--- src/design/sense_pkg.sv ---
// Shared constants, register map and parameter-set layout of the reading-rate controller.
package sense_pkg;

	////////////////////////////////////////////////////////////////////////////////
	// Timing.
	localparam int unsigned CLK_HZ   = 50_000_000;           // pclk rate in Hz
	localparam int unsigned BASE_MS  = 50;                   // timebase unit in ms
	localparam int unsigned BASE_CYC = CLK_HZ / 1000 * BASE_MS;
	localparam int unsigned SEC_MS   = 1000;                 // rate form counts per second
	localparam int unsigned SEC_CYC  = CLK_HZ / 1000 * SEC_MS;

	////////////////////////////////////////////////////////////////////////////////
	// Register byte offsets; image offsets add NV_BASE.
	localparam logic [11:0] A_CMD      = 12'h000;
	localparam logic [11:0] A_INTEG    = 12'h004;
	localparam logic [11:0] A_SHIFT    = 12'h008;
	localparam logic [11:0] A_IDLE     = 12'h00c;
	localparam logic [11:0] A_SKIP     = 12'h010;
	localparam logic [11:0] A_OPMODE   = 12'h014;
	localparam logic [11:0] A_DEADBAND = 12'h018;
	localparam logic [11:0] A_DEST     = 12'h01c;
	localparam logic [11:0] A_SLOPE    = 12'h020;
	localparam logic [11:0] A_OFFSET   = 12'h024;
	localparam logic [11:0] A_SPAN     = 12'h028;
	localparam logic [11:0] A_HOSTDAC  = 12'h02c;
	localparam logic [11:0] A_ADDR     = 12'h030;
	localparam logic [11:0] A_READING  = 12'h034;
	localparam logic [11:0] A_STATUS   = 12'h038;
	localparam logic [11:0] NV_BASE    = 12'h080;

	// Command codes written to the command register.
	localparam logic [1:0] CMD_OFF    = 2'h0;
	localparam logic [1:0] CMD_PERMIT = 2'h1;
	localparam logic [1:0] CMD_SINGLE = 2'h2;
	localparam logic [1:0] CMD_STORE  = 2'h3;

	// Destination codes.
	localparam logic [1:0] DEST_ANALOG  = 2'h0;
	localparam logic [1:0] DEST_BOTH    = 2'h1;
	localparam logic [1:0] DEST_DIGITAL = 2'h2;

	////////////////////////////////////////////////////////////////////////////////
	// Limits and arithmetic scaling.
	localparam logic [6:0] INT_N_MIN  = 7'h01;
	localparam logic [6:0] INT_N_MAX  = 7'h78;               // 120
	localparam logic [3:0] SKIP_MAX   = 4'ha;                // 10
	localparam logic [7:0] SKIP_UNIT  = 8'h64;               // 100 readings per step
	localparam logic [5:0] DB_DD_MAX  = 6'h3c;               // 60
	localparam logic [7:0] MB_MAX     = 8'h78;               // slope/offset magnitude 120
	localparam logic [6:0] PCT_MAX    = 7'h64;               // 100 percent
	localparam logic signed [47:0] FS_CODE = 48'sh7fff;      // full-scale reading code
	localparam logic signed [47:0] UNIT_K  = 48'sh68e;       // 0.005 % as K / 2**UNIT_SH
	localparam int unsigned        UNIT_SH = 25;
	localparam logic [31:0] DAC_FULL = 32'hfff;              // 12-bit converter top code
	localparam logic [31:0] PCT_K    = 32'h51f;              // 1/100 as K / 2**PCT_SH
	localparam int unsigned PCT_SH   = 17;

	////////////////////////////////////////////////////////////////////////////////
	// One complete parameter set, held both in working and in retained storage.
	typedef struct packed {
		logic               rate_form;
		logic [6:0]         integ_n;
		logic [3:0]         dbl_thr;
		logic [3:0]         fast_thr;
		logic [7:0]         idle_cnt;
		logic [3:0]         skip_r;
		logic               change_only;
		logic               checksum;
		logic               extended;
		logic               watchdog;
		logic [5:0]         db_dd;
		logic [1:0]         db_n;
		logic [1:0]         dest;
		logic signed [7:0]  slope_m;
		logic signed [7:0]  offset_b;
		logic [6:0]         span_lo;
		logic [6:0]         span_hi;
		logic [11:0]        host_dac;
		logic               host_dac_sel;
	} params_t;

	localparam params_t PARAMS_DEF = '{
		rate_form: 1'b0, integ_n: 7'h02, dbl_thr: 4'h0, fast_thr: 4'h0,
		idle_cnt: 8'h00, skip_r: 4'h0, change_only: 1'b0, checksum: 1'b0,
		extended: 1'b1, watchdog: 1'b0, db_dd: 6'h00, db_n: 2'h0,
		dest: DEST_BOTH, slope_m: 8'sh00, offset_b: 8'sh00, span_lo: 7'h00,
		span_hi: 7'h64, host_dac: 12'h000, host_dac_sel: 1'b0};

	// Format flags driven to the serial reply formatter.
	typedef struct packed {
		logic       checksum;
		logic       extended;
		logic       watchdog;
		logic [7:0] reply_addr;
		logic       reply_null;
	} fmt_t;

endpackage

--- src/design/reading_rate_ctrl.sv ---
// Reading acquisition timing, filtering, output gating and parameter storage behind APB.
//
// Function
// - Parameter writes need a prior permit or single permit; reads never do.
// - Every writable parameter reads back at its own offset.
// - Writes change working copy at once; store command copies it to retained image.
// - Destination, slope, offset and span writes also update the retained image directly.
// - Rate form gives n readings per second, n from 1 to 120.
// - Period form gives n times 100 ms per reading.
// - After reset the setting is period form with n equal to 2.
// - Speed shifting acts only in period form.
// - Change at or over threshold doubles rate or gives 50 ms updates.
// - Threshold s means s times 0.01 % full scale; zero disables.
// - Idle count c inserts c idle integration periods between samples.
// - Skip value r suppresses identical readings until r times 100 skipped.
// - Output every reading or only changed readings; default every.
// - Checksum flag selects appended checksum for binary replies.
// - Extended flag selects extended reply format.
// - Watchdog flag enables the watchdog.
// - Deadband equals dd times 2 to the power n times 0.005 % full scale.
// - Reported reading holds while samples stay inside the deadband.
// - Destination selects analog, both or digital output.
// - A 12-bit converter code carries compensated or host value.
// - Each reading is corrected as slope times reading plus offset.
// - Analog span lies inside full range in one percent steps.
// - Replies carry the assigned address, or the null prefix when unassigned.
module reading_rate_ctrl #(
	parameter int unsigned BASE_CYC = sense_pkg::BASE_CYC,
	parameter int unsigned SEC_CYC  = sense_pkg::SEC_CYC
) (
	// Clock and reset.
	input  wire logic                pclk,
	input  wire logic                presetn,
	// APB slave.
	input  wire logic                psel,
	input  wire logic                penable,
	input  wire logic                pwrite,
	input  wire logic [11:0]         paddr,
	input  wire logic [31:0]         pwdata,
	output logic      [31:0]         prdata,
	output logic                     pready,
	output logic                     pslverr,
	// Converter result, sampled at the close of each integration.
	input  wire logic signed [15:0]  pressure_in,
	output logic                     sample_take,
	// Digital reading stream and reply format.
	output logic                     rdg_valid,
	output logic signed [15:0]       rdg_value,
	output sense_pkg::fmt_t          fmt,
	// Analog converter load.
	output logic      [11:0]         dac_value,
	output logic                     dac_load
);

	localparam int TW = $clog2(BASE_CYC + 1);
	localparam int SW = $clog2(SEC_CYC + 1) + 1;

	typedef enum logic [0:0] {PH_INTEG, PH_IDLE} phase_t;
	typedef enum logic [1:0] {SH_NONE, SH_DOUBLE, SH_FAST} shift_t;

	typedef struct packed {
		sense_pkg::params_t ram;
		sense_pkg::params_t nv;
		logic               perm_cont;
		logic               perm_single;
		logic [7:0]         addr;
		logic               addr_set;
		logic               pready;
		logic [31:0]        prdata;
		logic               pslverr;
		phase_t             phase;
		shift_t             shift;
		logic [TW-1:0]      tick_cnt;
		logic [8:0]         per_cnt;
		logic [SW-1:0]      acc;
		logic [7:0]         idle_left;
		logic signed [15:0] prev;
		logic signed [15:0] reported;
		logic [9:0]         skip_cnt;
		logic               sample_take;
		logic               rdg_valid;
		logic signed [15:0] rdg_value;
		sense_pkg::fmt_t    fmt;
		logic [11:0]        dac_value;
		logic               dac_load;
	} state_t;

	state_t q;
	state_t d;

	////////////////////////////////////////////////////////////////////////////////
	// Parameter read-back word for an offset; zero for anything else.
	function automatic logic [31:0] param_word(sense_pkg::params_t p, logic [11:0] a);
		logic [31:0] w;
		w = 32'h0;
		case (a)
			sense_pkg::A_INTEG:    w = {23'h0, p.rate_form, 1'b0, p.integ_n};
			sense_pkg::A_SHIFT:    w = {24'h0, p.fast_thr, p.dbl_thr};
			sense_pkg::A_IDLE:     w = {24'h0, p.idle_cnt};
			sense_pkg::A_SKIP:     w = {28'h0, p.skip_r};
			sense_pkg::A_OPMODE:   w = {28'h0, p.watchdog, p.extended, p.checksum, p.change_only};
			sense_pkg::A_DEADBAND: w = {22'h0, p.db_n, 2'h0, p.db_dd};
			sense_pkg::A_DEST:     w = {30'h0, p.dest};
			sense_pkg::A_SLOPE:    w = {{24{p.slope_m[7]}}, p.slope_m};
			sense_pkg::A_OFFSET:   w = {{24{p.offset_b[7]}}, p.offset_b};
			sense_pkg::A_SPAN:     w = {17'h0, p.span_hi, 1'b0, p.span_lo};
			sense_pkg::A_HOSTDAC:  w = {15'h0, p.host_dac_sel, 4'h0, p.host_dac};
			default:               w = 32'h0;
		endcase
		return w;
	endfunction

	// Range check of a parameter write; out-of-range values are refused whole.
	function automatic logic param_ok(logic [11:0] a, logic [31:0] w);
		logic ok;
		logic [7:0] mag;
		ok = 1'b1;
		mag = w[7] ? 8'(-w[7:0]) : w[7:0];
		case (a)
			sense_pkg::A_INTEG:    ok = w[6:0] >= sense_pkg::INT_N_MIN && w[6:0] <= sense_pkg::INT_N_MAX;
			sense_pkg::A_SKIP:     ok = w[3:0] <= sense_pkg::SKIP_MAX;
			sense_pkg::A_DEADBAND: ok = w[5:0] <= sense_pkg::DB_DD_MAX;
			sense_pkg::A_DEST:     ok = w[1:0] != 2'h3;
			sense_pkg::A_SLOPE,
			sense_pkg::A_OFFSET:   ok = mag <= sense_pkg::MB_MAX;
			sense_pkg::A_SPAN:     ok = w[14:8] <= sense_pkg::PCT_MAX && w[6:0] <= w[14:8];
			default:               ok = 1'b1;
		endcase
		return ok;
	endfunction

	// Apply one parameter write to a parameter set.
	function automatic sense_pkg::params_t param_write(sense_pkg::params_t p, logic [11:0] a,
			logic [31:0] w);
		sense_pkg::params_t n;
		n = p;
		case (a)
			sense_pkg::A_INTEG: begin
				n.rate_form = w[8];
				n.integ_n   = w[6:0];
			end
			sense_pkg::A_SHIFT: begin
				n.dbl_thr  = w[3:0];
				n.fast_thr = w[7:4];
			end
			sense_pkg::A_IDLE:     n.idle_cnt = w[7:0];
			sense_pkg::A_SKIP:     n.skip_r = w[3:0];
			sense_pkg::A_OPMODE: begin
				n.change_only = w[0];
				n.checksum    = w[1];
				n.extended    = w[2];
				n.watchdog    = w[3];
			end
			sense_pkg::A_DEADBAND: begin
				n.db_dd = w[5:0];
				n.db_n  = w[9:8];
			end
			sense_pkg::A_DEST:     n.dest = w[1:0];
			sense_pkg::A_SLOPE:    n.slope_m = w[7:0];
			sense_pkg::A_OFFSET:   n.offset_b = w[7:0];
			sense_pkg::A_SPAN: begin
				n.span_lo = w[6:0];
				n.span_hi = w[14:8];
			end
			sense_pkg::A_HOSTDAC: begin
				n.host_dac     = w[11:0];
				n.host_dac_sel = w[16];
			end
			default: n = p;
		endcase
		return n;
	endfunction

	////////////////////////////////////////////////////////////////////////////////
	// Reading arithmetic: compensation, thresholds, deadband and converter scaling.
	logic signed [47:0] p_w;
	logic signed [47:0] slope_t;
	logic signed [47:0] offs_t;
	logic signed [47:0] comp_w;
	logic signed [15:0] comp;
	logic signed [47:0] dlt_w;
	logic signed [47:0] rep_w;
	logic signed [47:0] thr_dbl;
	logic signed [47:0] thr_fast;
	logic signed [47:0] db_w;
	logic        [31:0] c_pos;
	logic        [31:0] lo_code;
	logic        [31:0] span_code;
	logic        [31:0] dac_w;

	// Scaling in 0.005 % steps keeps one multiplier constant for all five terms.
	assign p_w     = 48'(pressure_in);
	assign slope_t = (p_w * 48'(q.ram.slope_m) * sense_pkg::UNIT_K) >>> sense_pkg::UNIT_SH;
	assign offs_t  = (48'(q.ram.offset_b) * sense_pkg::FS_CODE * sense_pkg::UNIT_K)
			>>> sense_pkg::UNIT_SH;
	assign comp_w  = p_w + slope_t + offs_t;
	assign comp    = comp_w > 48'sh7fff ? 16'sh7fff :
			comp_w < -48'sh8000 ? -16'sh8000 : comp_w[15:0];
	assign dlt_w   = (48'(comp) >= 48'(q.prev)) ? 48'(comp) - 48'(q.prev) : 48'(q.prev) - 48'(comp);
	assign rep_w   = (48'(comp) >= 48'(q.reported)) ? 48'(comp) - 48'(q.reported) :
			48'(q.reported) - 48'(comp);
	assign thr_dbl  = (48'(q.ram.dbl_thr) * 48'sh2 * sense_pkg::FS_CODE * sense_pkg::UNIT_K)
			>>> sense_pkg::UNIT_SH;
	assign thr_fast = (48'(q.ram.fast_thr) * 48'sh2 * sense_pkg::FS_CODE * sense_pkg::UNIT_K)
			>>> sense_pkg::UNIT_SH;
	assign db_w     = ((48'(q.ram.db_dd) <<< q.ram.db_n) * sense_pkg::FS_CODE * sense_pkg::UNIT_K)
			>>> sense_pkg::UNIT_SH;
	assign c_pos     = comp[15] ? 32'h0 : 32'(comp);
	assign lo_code   = (32'(q.ram.span_lo) * sense_pkg::DAC_FULL * sense_pkg::PCT_K)
			>> sense_pkg::PCT_SH;
	assign span_code = (32'(q.ram.span_hi - q.ram.span_lo) * sense_pkg::DAC_FULL * sense_pkg::PCT_K)
			>> sense_pkg::PCT_SH;
	assign dac_w     = lo_code + ((c_pos * span_code) >> 15);

	////////////////////////////////////////////////////////////////////////////////
	// Next-state logic for the bus slave, storage and acquisition sequencer.
	logic          setup;
	logic          commit;
	logic          permit;
	logic          is_param;
	logic [11:0]   poff;
	logic          tick;
	logic [8:0]    target;
	logic [SW-1:0] acc_nx;
	logic          per_end;
	logic          changed;
	logic          emit;
	logic [9:0]    skip_lim;

	always_comb begin
		d = q;
		setup    = psel && !penable;
		commit   = psel && penable && q.pready && pwrite && !q.pslverr;
		permit   = q.perm_cont || q.perm_single;
		poff     = paddr & ~sense_pkg::NV_BASE;
		is_param = poff >= sense_pkg::A_INTEG && poff <= sense_pkg::A_HOSTDAC && paddr[1:0] == 2'h0;
		tick     = 1'b0;
		target   = 9'h0;
		acc_nx   = '0;
		per_end  = 1'b0;
		changed  = 1'b0;
		emit     = 1'b0;
		skip_lim = 10'h0;
		d.pready      = 1'b0;
		d.pslverr     = 1'b0;
		d.sample_take = 1'b0;
		d.rdg_valid   = 1'b0;
		d.dac_load    = 1'b0;

		// Answer in the cycle after setup, so every access has one ready cycle.
		if (setup) begin
			d.pready  = 1'b1;
			d.prdata  = 32'h0;
			if (is_param && paddr[7]) begin
				d.prdata  = param_word(q.nv, poff);
				d.pslverr = pwrite;
			end else if (is_param) begin
				d.prdata  = param_word(q.ram, paddr);
				d.pslverr = pwrite && (!permit || !param_ok(paddr, pwdata));
			end else begin
				case (paddr)
					sense_pkg::A_CMD:     d.prdata = {30'h0, q.perm_single, q.perm_cont};
					sense_pkg::A_ADDR: begin
						d.prdata  = {23'h0, q.addr_set, q.addr};
						d.pslverr = pwrite && !permit;
					end
					sense_pkg::A_READING: begin
						d.prdata  = {{16{q.reported[15]}}, q.reported};
						d.pslverr = pwrite;
					end
					sense_pkg::A_STATUS: begin
						d.prdata  = {28'h0, q.shift, q.phase == PH_IDLE, q.ram.rate_form};
						d.pslverr = pwrite;
					end
					default: d.pslverr = 1'b1;
				endcase
				if (paddr == sense_pkg::A_CMD && pwrite && pwdata[1:0] == sense_pkg::CMD_STORE)
					d.pslverr = !permit;
			end
		end

		// Committed writes; a single permit is spent by the one write it allows.
		if (commit) begin
			if (is_param) begin
				d.ram = param_write(q.ram, paddr, pwdata);
				d.perm_single = 1'b0;
				if (paddr == sense_pkg::A_DEST || paddr == sense_pkg::A_SLOPE ||
						paddr == sense_pkg::A_OFFSET || paddr == sense_pkg::A_SPAN)
					d.nv = param_write(q.nv, paddr, pwdata);
				if (paddr == sense_pkg::A_HOSTDAC && pwdata[16] && q.ram.dest != sense_pkg::DEST_DIGITAL) begin
					d.dac_value = pwdata[11:0];
					d.dac_load  = 1'b1;
				end
			end else if (paddr == sense_pkg::A_ADDR) begin
				d.addr        = pwdata[7:0];
				d.addr_set    = pwdata[8];
				d.perm_single = 1'b0;
			end else if (paddr == sense_pkg::A_CMD) begin
				case (pwdata[1:0])
					sense_pkg::CMD_OFF:    {d.perm_cont, d.perm_single} = 2'b00;
					sense_pkg::CMD_PERMIT: d.perm_cont = 1'b1;
					sense_pkg::CMD_SINGLE: d.perm_single = 1'b1;
					sense_pkg::CMD_STORE: begin
						d.nv          = q.ram;
						d.perm_single = 1'b0;
					end
					default: d.perm_single = q.perm_single;
				endcase
			end
		end

		// Common 50 ms timebase tick.
		if (q.tick_cnt >= TW'(BASE_CYC - 1)) begin
			d.tick_cnt = '0;
			tick       = 1'b1;
		end else begin
			d.tick_cnt = q.tick_cnt + 1'b1;
		end

		// Period length: rate form by a fractional accumulator, period form in ticks.
		if (q.ram.rate_form) begin
			acc_nx = q.acc + SW'(q.ram.integ_n);
			if (acc_nx >= SW'(SEC_CYC)) begin
				d.acc   = acc_nx - SW'(SEC_CYC);
				per_end = 1'b1;
			end else begin
				d.acc = acc_nx;
			end
			d.per_cnt = 9'h0;
		end else begin
			case (q.shift)
				SH_FAST:   target = 9'h1;
				SH_DOUBLE: target = {2'h0, q.ram.integ_n};
				default:   target = {1'b0, q.ram.integ_n, 1'b0};
			endcase
			if (tick) begin
				if (q.per_cnt + 1'b1 >= target) begin
					d.per_cnt = 9'h0;
					per_end   = 1'b1;
				end else begin
					d.per_cnt = q.per_cnt + 1'b1;
				end
			end
		end

		// Sequencer: one integration, then the programmed idle periods.
		case (q.phase)
			PH_INTEG: begin
				if (per_end) begin
					d.sample_take = 1'b1;
					d.prev        = comp;
					if (q.ram.idle_cnt != 8'h0) begin
						d.phase     = PH_IDLE;
						d.idle_left = q.ram.idle_cnt;
					end
					// Speed shift decision for the next period; rate form never shifts.
					d.shift = SH_NONE;
					if (!q.ram.rate_form) begin
						if (q.ram.fast_thr != 4'h0 && dlt_w >= thr_fast)
							d.shift = SH_FAST;
						else if (q.ram.dbl_thr != 4'h0 && dlt_w >= thr_dbl)
							d.shift = SH_DOUBLE;
					end
					// Deadband filter on the reported value.
					changed = rep_w > db_w;
					if (changed) begin
						d.reported = comp;
						d.skip_cnt = 10'h0;
					end
					skip_lim = 10'(q.ram.skip_r) * 10'(sense_pkg::SKIP_UNIT);
					if (q.ram.skip_r != 4'h0) begin
						if (!changed && q.skip_cnt + 1'b1 >= skip_lim) begin
							d.skip_cnt = 10'h0;
							emit       = 1'b1;
						end else if (!changed) begin
							d.skip_cnt = q.skip_cnt + 1'b1;
						end
						emit = emit || changed;
					end else begin
						emit = changed || !q.ram.change_only;
					end
					if (emit && q.ram.dest != sense_pkg::DEST_ANALOG) begin
						d.rdg_valid = 1'b1;
						d.rdg_value = changed ? comp : q.reported;
					end
					if (q.ram.dest != sense_pkg::DEST_DIGITAL) begin
						d.dac_load  = 1'b1;
						d.dac_value = d.ram.host_dac_sel ? d.ram.host_dac :
								(dac_w > sense_pkg::DAC_FULL ? 12'hfff : dac_w[11:0]);
					end
				end
			end
			PH_IDLE: begin
				if (per_end) begin
					d.idle_left = q.idle_left - 1'b1;
					if (q.idle_left == 8'h1)
						d.phase = PH_INTEG;
				end
			end
			default: d.phase = PH_INTEG;
		endcase

		// Reply format flags follow the working parameters; reply address and null prefix follow the address register.
		d.fmt.checksum   = q.ram.checksum;
		d.fmt.extended   = q.ram.extended;
		d.fmt.watchdog   = q.ram.watchdog;
		d.fmt.reply_addr = q.addr_set ? q.addr : 8'h01;
		d.fmt.reply_null = !q.addr_set;
	end

	////////////////////////////////////////////////////////////////////////////////
	// State register; reset loads the factory parameter set into both copies.
	always_ff @(posedge pclk or negedge presetn) begin
		if (!presetn) begin
			q             <= '0;
			q.ram         <= sense_pkg::PARAMS_DEF;
			q.nv          <= sense_pkg::PARAMS_DEF;
			q.phase       <= PH_INTEG;
			q.shift       <= SH_NONE;
			q.fmt.extended   <= 1'b1;
			q.fmt.reply_addr <= 8'h01;
			q.fmt.reply_null <= 1'b1;
		end else begin
			q <= d;
		end
	end

	// Outputs come straight from the state register.
	assign prdata      = q.prdata;
	assign pready      = q.pready;
	assign pslverr     = q.pslverr;
	assign sample_take = q.sample_take;
	assign rdg_valid   = q.rdg_valid;
	assign rdg_value   = q.rdg_value;
	assign fmt         = q.fmt;
	assign dac_value   = q.dac_value;
	assign dac_load    = q.dac_load;

endmodule // reading_rate_ctrl

--- config.mk ---
export PLATFORM = sky130hd
export DESIGN_NAME = reading_rate_ctrl
export DESIGN_NICKNAME = d
export VERILOG_FILES = /design/src/design/sense_pkg.sv /design/src/design/reading_rate_ctrl.sv
export SDC_FILE = /design/constraint.sdc
export NUM_CORES = 2
export LEC_CHECK = 0
export BUFFER_PORTS_ARGS = -buffer_cell sky130_fd_sc_hd__buf_4
export CORE_MARGIN = 8
export CORE_UTILIZATION = 60
export DETAILED_ROUTE_END_ITERATION = 10
export GPL_TIMING_DRIVEN = 1
export PLACE_DENSITY_LB_ADDON = 0.15
export SETUP_SLACK_MARGIN = 0.15
export SLEW_MARGIN = 15
export SYNTH_ARGS = -nofsm -noshare
export SYNTH_HDL_FRONTEND = slang
export SYNTH_SLANG_ARGS = --single-unit
--- constraint.sdc ---
create_clock -name pclk -period 35.8 [get_ports pclk]
set_input_delay 1.79 -clock pclk [delete_from_list [all_inputs] [get_ports pclk]]
set_output_delay 1.79 -clock pclk [all_outputs]
set_load 0.02 [all_outputs]
== Word level (Yosys, flattened, before mapping) ==
Index checks and enable logic that the tools add are counted.
Widths: inputs -> output; s select.
Storage, ports and cells
  bits in registers: 369
  latch bits: 0
  memory bits (writable): 0
  memory bits (read-only): 0
  bits of input ports: 65
  output and inout bits: 77
  word-level logic and storage cells: 339
  memories kept: 0
Operators by class
  add/sub/neg operators: 15
  multipliers: 16
  div/mod/pow operators: 0
  order comparisons: 21
  eq/ne operators: 49
  shift operators: 1
  multiplexer cells: 91
  bitwise logic cells: 3
  reductions and logical operators: 79
Operators by type and width (number)
  $pmux 32 s11: 2
  $mux 85: 3
  $pmux 32 s4: 1
  $mux 13: 9
  $mux 109: 1
  $ge 48x7->1: 2
  $mux 48: 2
  $mux 87: 1
  $mux 86: 1
  $eq 12x6->1 const B: 7
  $mux 8: 10
  $mul 24x11->35 const B: 2
  $mux 68: 1
  $sub 16x16->17: 4
  $mux 33: 2
  $reduce_and 6->1: 11
  $mul 19x10->29 const B: 2
  $mux 9: 6
  $eq 12x5->1 const B: 4
  $gt 48x24->1: 1
  $mul 48x10->47 const B: 1
  $mul 48x15->48 const B: 1
  $mux 16: 3
  $sshl 6x2->48: 1
  79 further kinds: 197

== Depth between registers and ports, before layout ==
  depth after elaboration: 24
  depth in mapped cells: 86
  depth with buffers taken out: 82

== Worst setup path after synthesis ==
OpenSTA, ideal clock, no wires.
  path type: input to register
  start point: in pressure_in[3]
  end point: reg q (netlist bit dac_value[2])
  library setup time: 123 ps
  arrival: 21248 ps
  data required time: 35677 ps
  path slack: 14429 ps
  stages on the path: 74
  buffers on the path: 2
  path through: and2_1 fa_1 fa_1 fa_1 inv_1 fa_1 inv_1 ha_1 or4_1 o22a_1 a211oi_1 nand2b_1 a21o_1 xnor2_1 inv_1 ha_1 inv_1 fa_1 [38 not listed] nor4_1 a21boi_0 a21oi_1 o21ai_0 o31a_1 ha_1 a21o_1 a21oi_1 nor2b_1 o21a_1 o311a_1 o21a_1 o21ai_0 o2bb2ai_1 o21bai_1 a2111o_1 buf_2 o221a_1
RTL lines
  start, declared: RTL line reading_rate_ctrl.sv:44  | input wire logic signed [15:0] pressure_in,
  end, declared: RTL line reading_rate_ctrl.sv:88  | state_t q;

==> summary.md <==
| Metric | Value |
|---|---|
| Critical path destination | `dac_value[1]$_DFF_PN0_` |
| Worst EP arrival | `25050 ps` |
| Post-synth EDFFs | `0` |
| Starting Density | `60.32%` |
| Syn_nets | `10.04k` |
| Cts hold-fix bufs | `0` |
| CP max-delay cell | `o41a_1` |
| Worst reg2reg path startpoint | `q[326]$_DFFE_PN0P_` |
| CTS clock-pin slew for the worst setup and hold paths | `70 ps` |
| # Max-Cap Violations | `0` |
| Synth-to-layout area growth | `4.902%` |
| Number of synthesis warnings | `0` |
| # IOs | `142` |
| HP Class | `reg2reg` |
| Drt wl/cell | `19.59 µm` |
| Max Clk Rate | `40.70 MHz` |
| Slew Limit Fails | `0` |
| Via density | `5.776` |
| Number of cells on the critical path | `77` |
| CTS max path bufs | `3` |
| # DRC | `0` |
| Postcts setup bufs | `0` |
| CTS tree | `yes` |
| Most frequent cell after synthesis | `inv_1` |
| Clock root buffer | `clkbuf_16` |
| Post-layout minimum cycle time | `24570 ps` |
| Routed via count | `54.22k` |
| Area of the mapped netlist | `72180 µm²` |
| Sink Count | `354` |
| Ys async rst share | `100.0%` |
| Unrepaired setup endpoints after global routing | `no` |
| Die Wd | `362.8 µm` |
| Final hold violation count | `0` |
| Pre-Repair DR Iteration Count | `9` |
| Most area-hungry cell type in the Yosys netlist | `fa_1` |
| Top_reg_cell synth | `dfrtp_1` |
| First-pass GRT wire length | `299.8 mm` |
| GRT Total Usage | `28.14%` |
| Layout cells sized above 1 | `5.933%` |
| Status | `completed` |
| Tcrit/Tclk final | `68.64%` |
| Fin nets | `10.01k` |
| Max Clock Skew | `32.42 ps` |
| # rows | `127` |
| Post-synthesis sequential area ratio | `12.30%` |
| Most frequent cell on the critical path | `fa_1` |
| Slew margin rel. | `20.85%` |
| CTS H-tree depth | `2` |
| Seq cells post-synth | `354` |
| Final WL | `183.9 mm` |
| Reg-to-reg setup timing slack | `11230 ps` |
| Delay-heaviest family, CP | `adder cells` |
| Number of global-route vias before repair | `56.06k` |
| Worst slew pin tran | `1187 ps` |
| Final ANT Viol Nets | `0` |
| Die ar. | `131700 µm²` |
| PortBufs | `125` |
| Crit Path Max Fanout | `22` |
| Top cell type's share of synthesized area | `27.35%` |
| Setup_tns | `0 ps` |
| Ranking of synthesized cells by area | `fa_1 27%, ha_1 21%, dfrtp_1 12%, inv_1 7.8%, xnor2_1 2.7%` |
| Crit. Startpoint | `q[326]$_DFFE_PN0P_` |
| CP Class | `reg2reg` |
| Initial antenna violation count | `8` |
| CTS resizes | `0` |
| Crit path buf inv count | `12` |
| Reg-to-Reg End | `dac_value[1]$_DFF_PN0_` |
| Synthesized area per cell | `9.287 µm²` |
| R2R depth | `77` |
| Synth cell types | `110` |
| Worst-skew pair later-pin latency | `600 ps` |
| Total CTS buffers | `37` |
| Largest net degree at the start of global routing | `174` |
| Placer's final routability congestion estimate | `0.9757` |
| Core area | `119700 µm²` |
| Max stage delay on crit path | `900 ps` |
| Final setup viols | `0` |
| Detailed Place HPWL | `154.9 mm` |
| Startpoint types | `flip-flop` |
| Cells after synthesis | `7772` |
| CP required | `36280 ps` |
| Die height | `362.8 µm` |
| DR iter-0 viols | `4227` |
| Commonest cells post-synth | `1496 x inv_1, 1213 x ha_1, 986 x fa_1` |
| Global route overflow | `0` |
| Critical Path Sink Type | `flip-flop` |
==> stage by stage <==
| step | std cells | hold slack [ps] | setup slack [ps] | util [%] | instance area, µm² |
|---|---|---|---|---|---|
| floorplan | 7772 | 367.3 | 14430 | - | 72180 |
| global placement | 9315 | 406.2 | 11140 | 62.17 | 74390 |
| detailed placement | 9315 | 406.5 | 10820 | 62.17 | 74390 |
| CTS | 9382 | 425.4 | 11370 | 63.27 | 75700 |
| global route | 9384 | 431.8 | 9746 | 63.28 | 75710 |
| finish | 9387 | 434.8 | 11230 | 63.28 | 75720 |
==> worst min path at each step <==
stage	from	depth (start not counted)	to	slack (ps)
after global routing	d[23]$_DFFE_PN1P_	0	fmt[10]$_DFF_PN1_	430
after global placement	d[23]$_DFFE_PN1P_	0	fmt[10]$_DFF_PN1_	410
final	d[23]$_DFFE_PN1P_	0	fmt[10]$_DFF_PN1_	430
after detailed placement	d[23]$_DFFE_PN1P_	0	fmt[10]$_DFF_PN1_	410
after CTS	d[23]$_DFFE_PN1P_	0	fmt[10]$_DFF_PN1_	430
after floorplan	d[23]$_DFFE_PN1P_	0	fmt[10]$_DFF_PN1_	370
==> registers in the layout, indices dropped and copies added (netlist names) <==
signal	cells
fmt	12
rdg_value	16
q	289
d	3
dac_load	1
prdata	17
pslverr	1
pready	1
sample_take	1
rdg_valid	1
dac_value	12
==> cell type report <==
cell class	count	area, µm²
flip-flops and latches	354	8877
clock inverters	18	256.5
multi-input cells	5669	56490
clock buffers	49	1051
repair buffers	182	1386
well taps	1612	2017
fillers	10160	43930
inverters	1498	5624
diodes	5	12.51
==> routing by layer <==
layer | up-vias | part of all wire [%] | GRT usage [%]
met2 | 1605 | 46 | 45.11
li1 | 25510 | - | -
met4 | 4 | 3.2 | 8.379
met1 | 26780 | 43 | 39.17
met5 | - | 0.011 | 0
met3 | 310 | 7.8 | 4.827
==> cell usage in the layout (no fill, tap or decap), drive strengths merged, types with 29 or more instances in the layout <==
cell type	Yosys	routed
buf	112	182
o21ai	331	331
a211oi	38	38
fa	986	986
xor2	114	114
and3	48	48
and2	125	125
a22oi	61	61
a21oi	345	345
a31oi	41	41
inv	1496	1499
nor2b	47	47
nor3	90	90
dfrtp	339	339
nand2	489	489
a21o	126	126
nand3	115	115
nand4	51	51
clkbuf	139	49
mux2i	59	59
o21bai	29	29
o21a	76	76
nor2	424	424
ha	1213	1213
mux2	107	107
or2	43	43
or3	43	43
o211ai	32	32
xnor2	223	223
nand2b	62	62
==> kinds of logic (layout without fill, tap and decap cells) <==
kind of cell             after synthesis  count (layout)  share of synthesized area [%]
other                                  0               5                              0
XOR/XNOR                             340             340                          4.186
flip-flops                           354             354                          12.30
multiplexers                         167             167                          2.565
buffers and inverters               1749            1747                          9.558
AND/OR/NAND/NOR                     1609            1609                          10.64
AO/OA/AOI/OAI                       1354            1354                          12.38
adder cells (fa/ha/maj)             2199            2199                          48.37
Power is left out: the tool's default activity adds up to more than one toggle a clock period on the data nets, which glitch-free logic cannot reach.
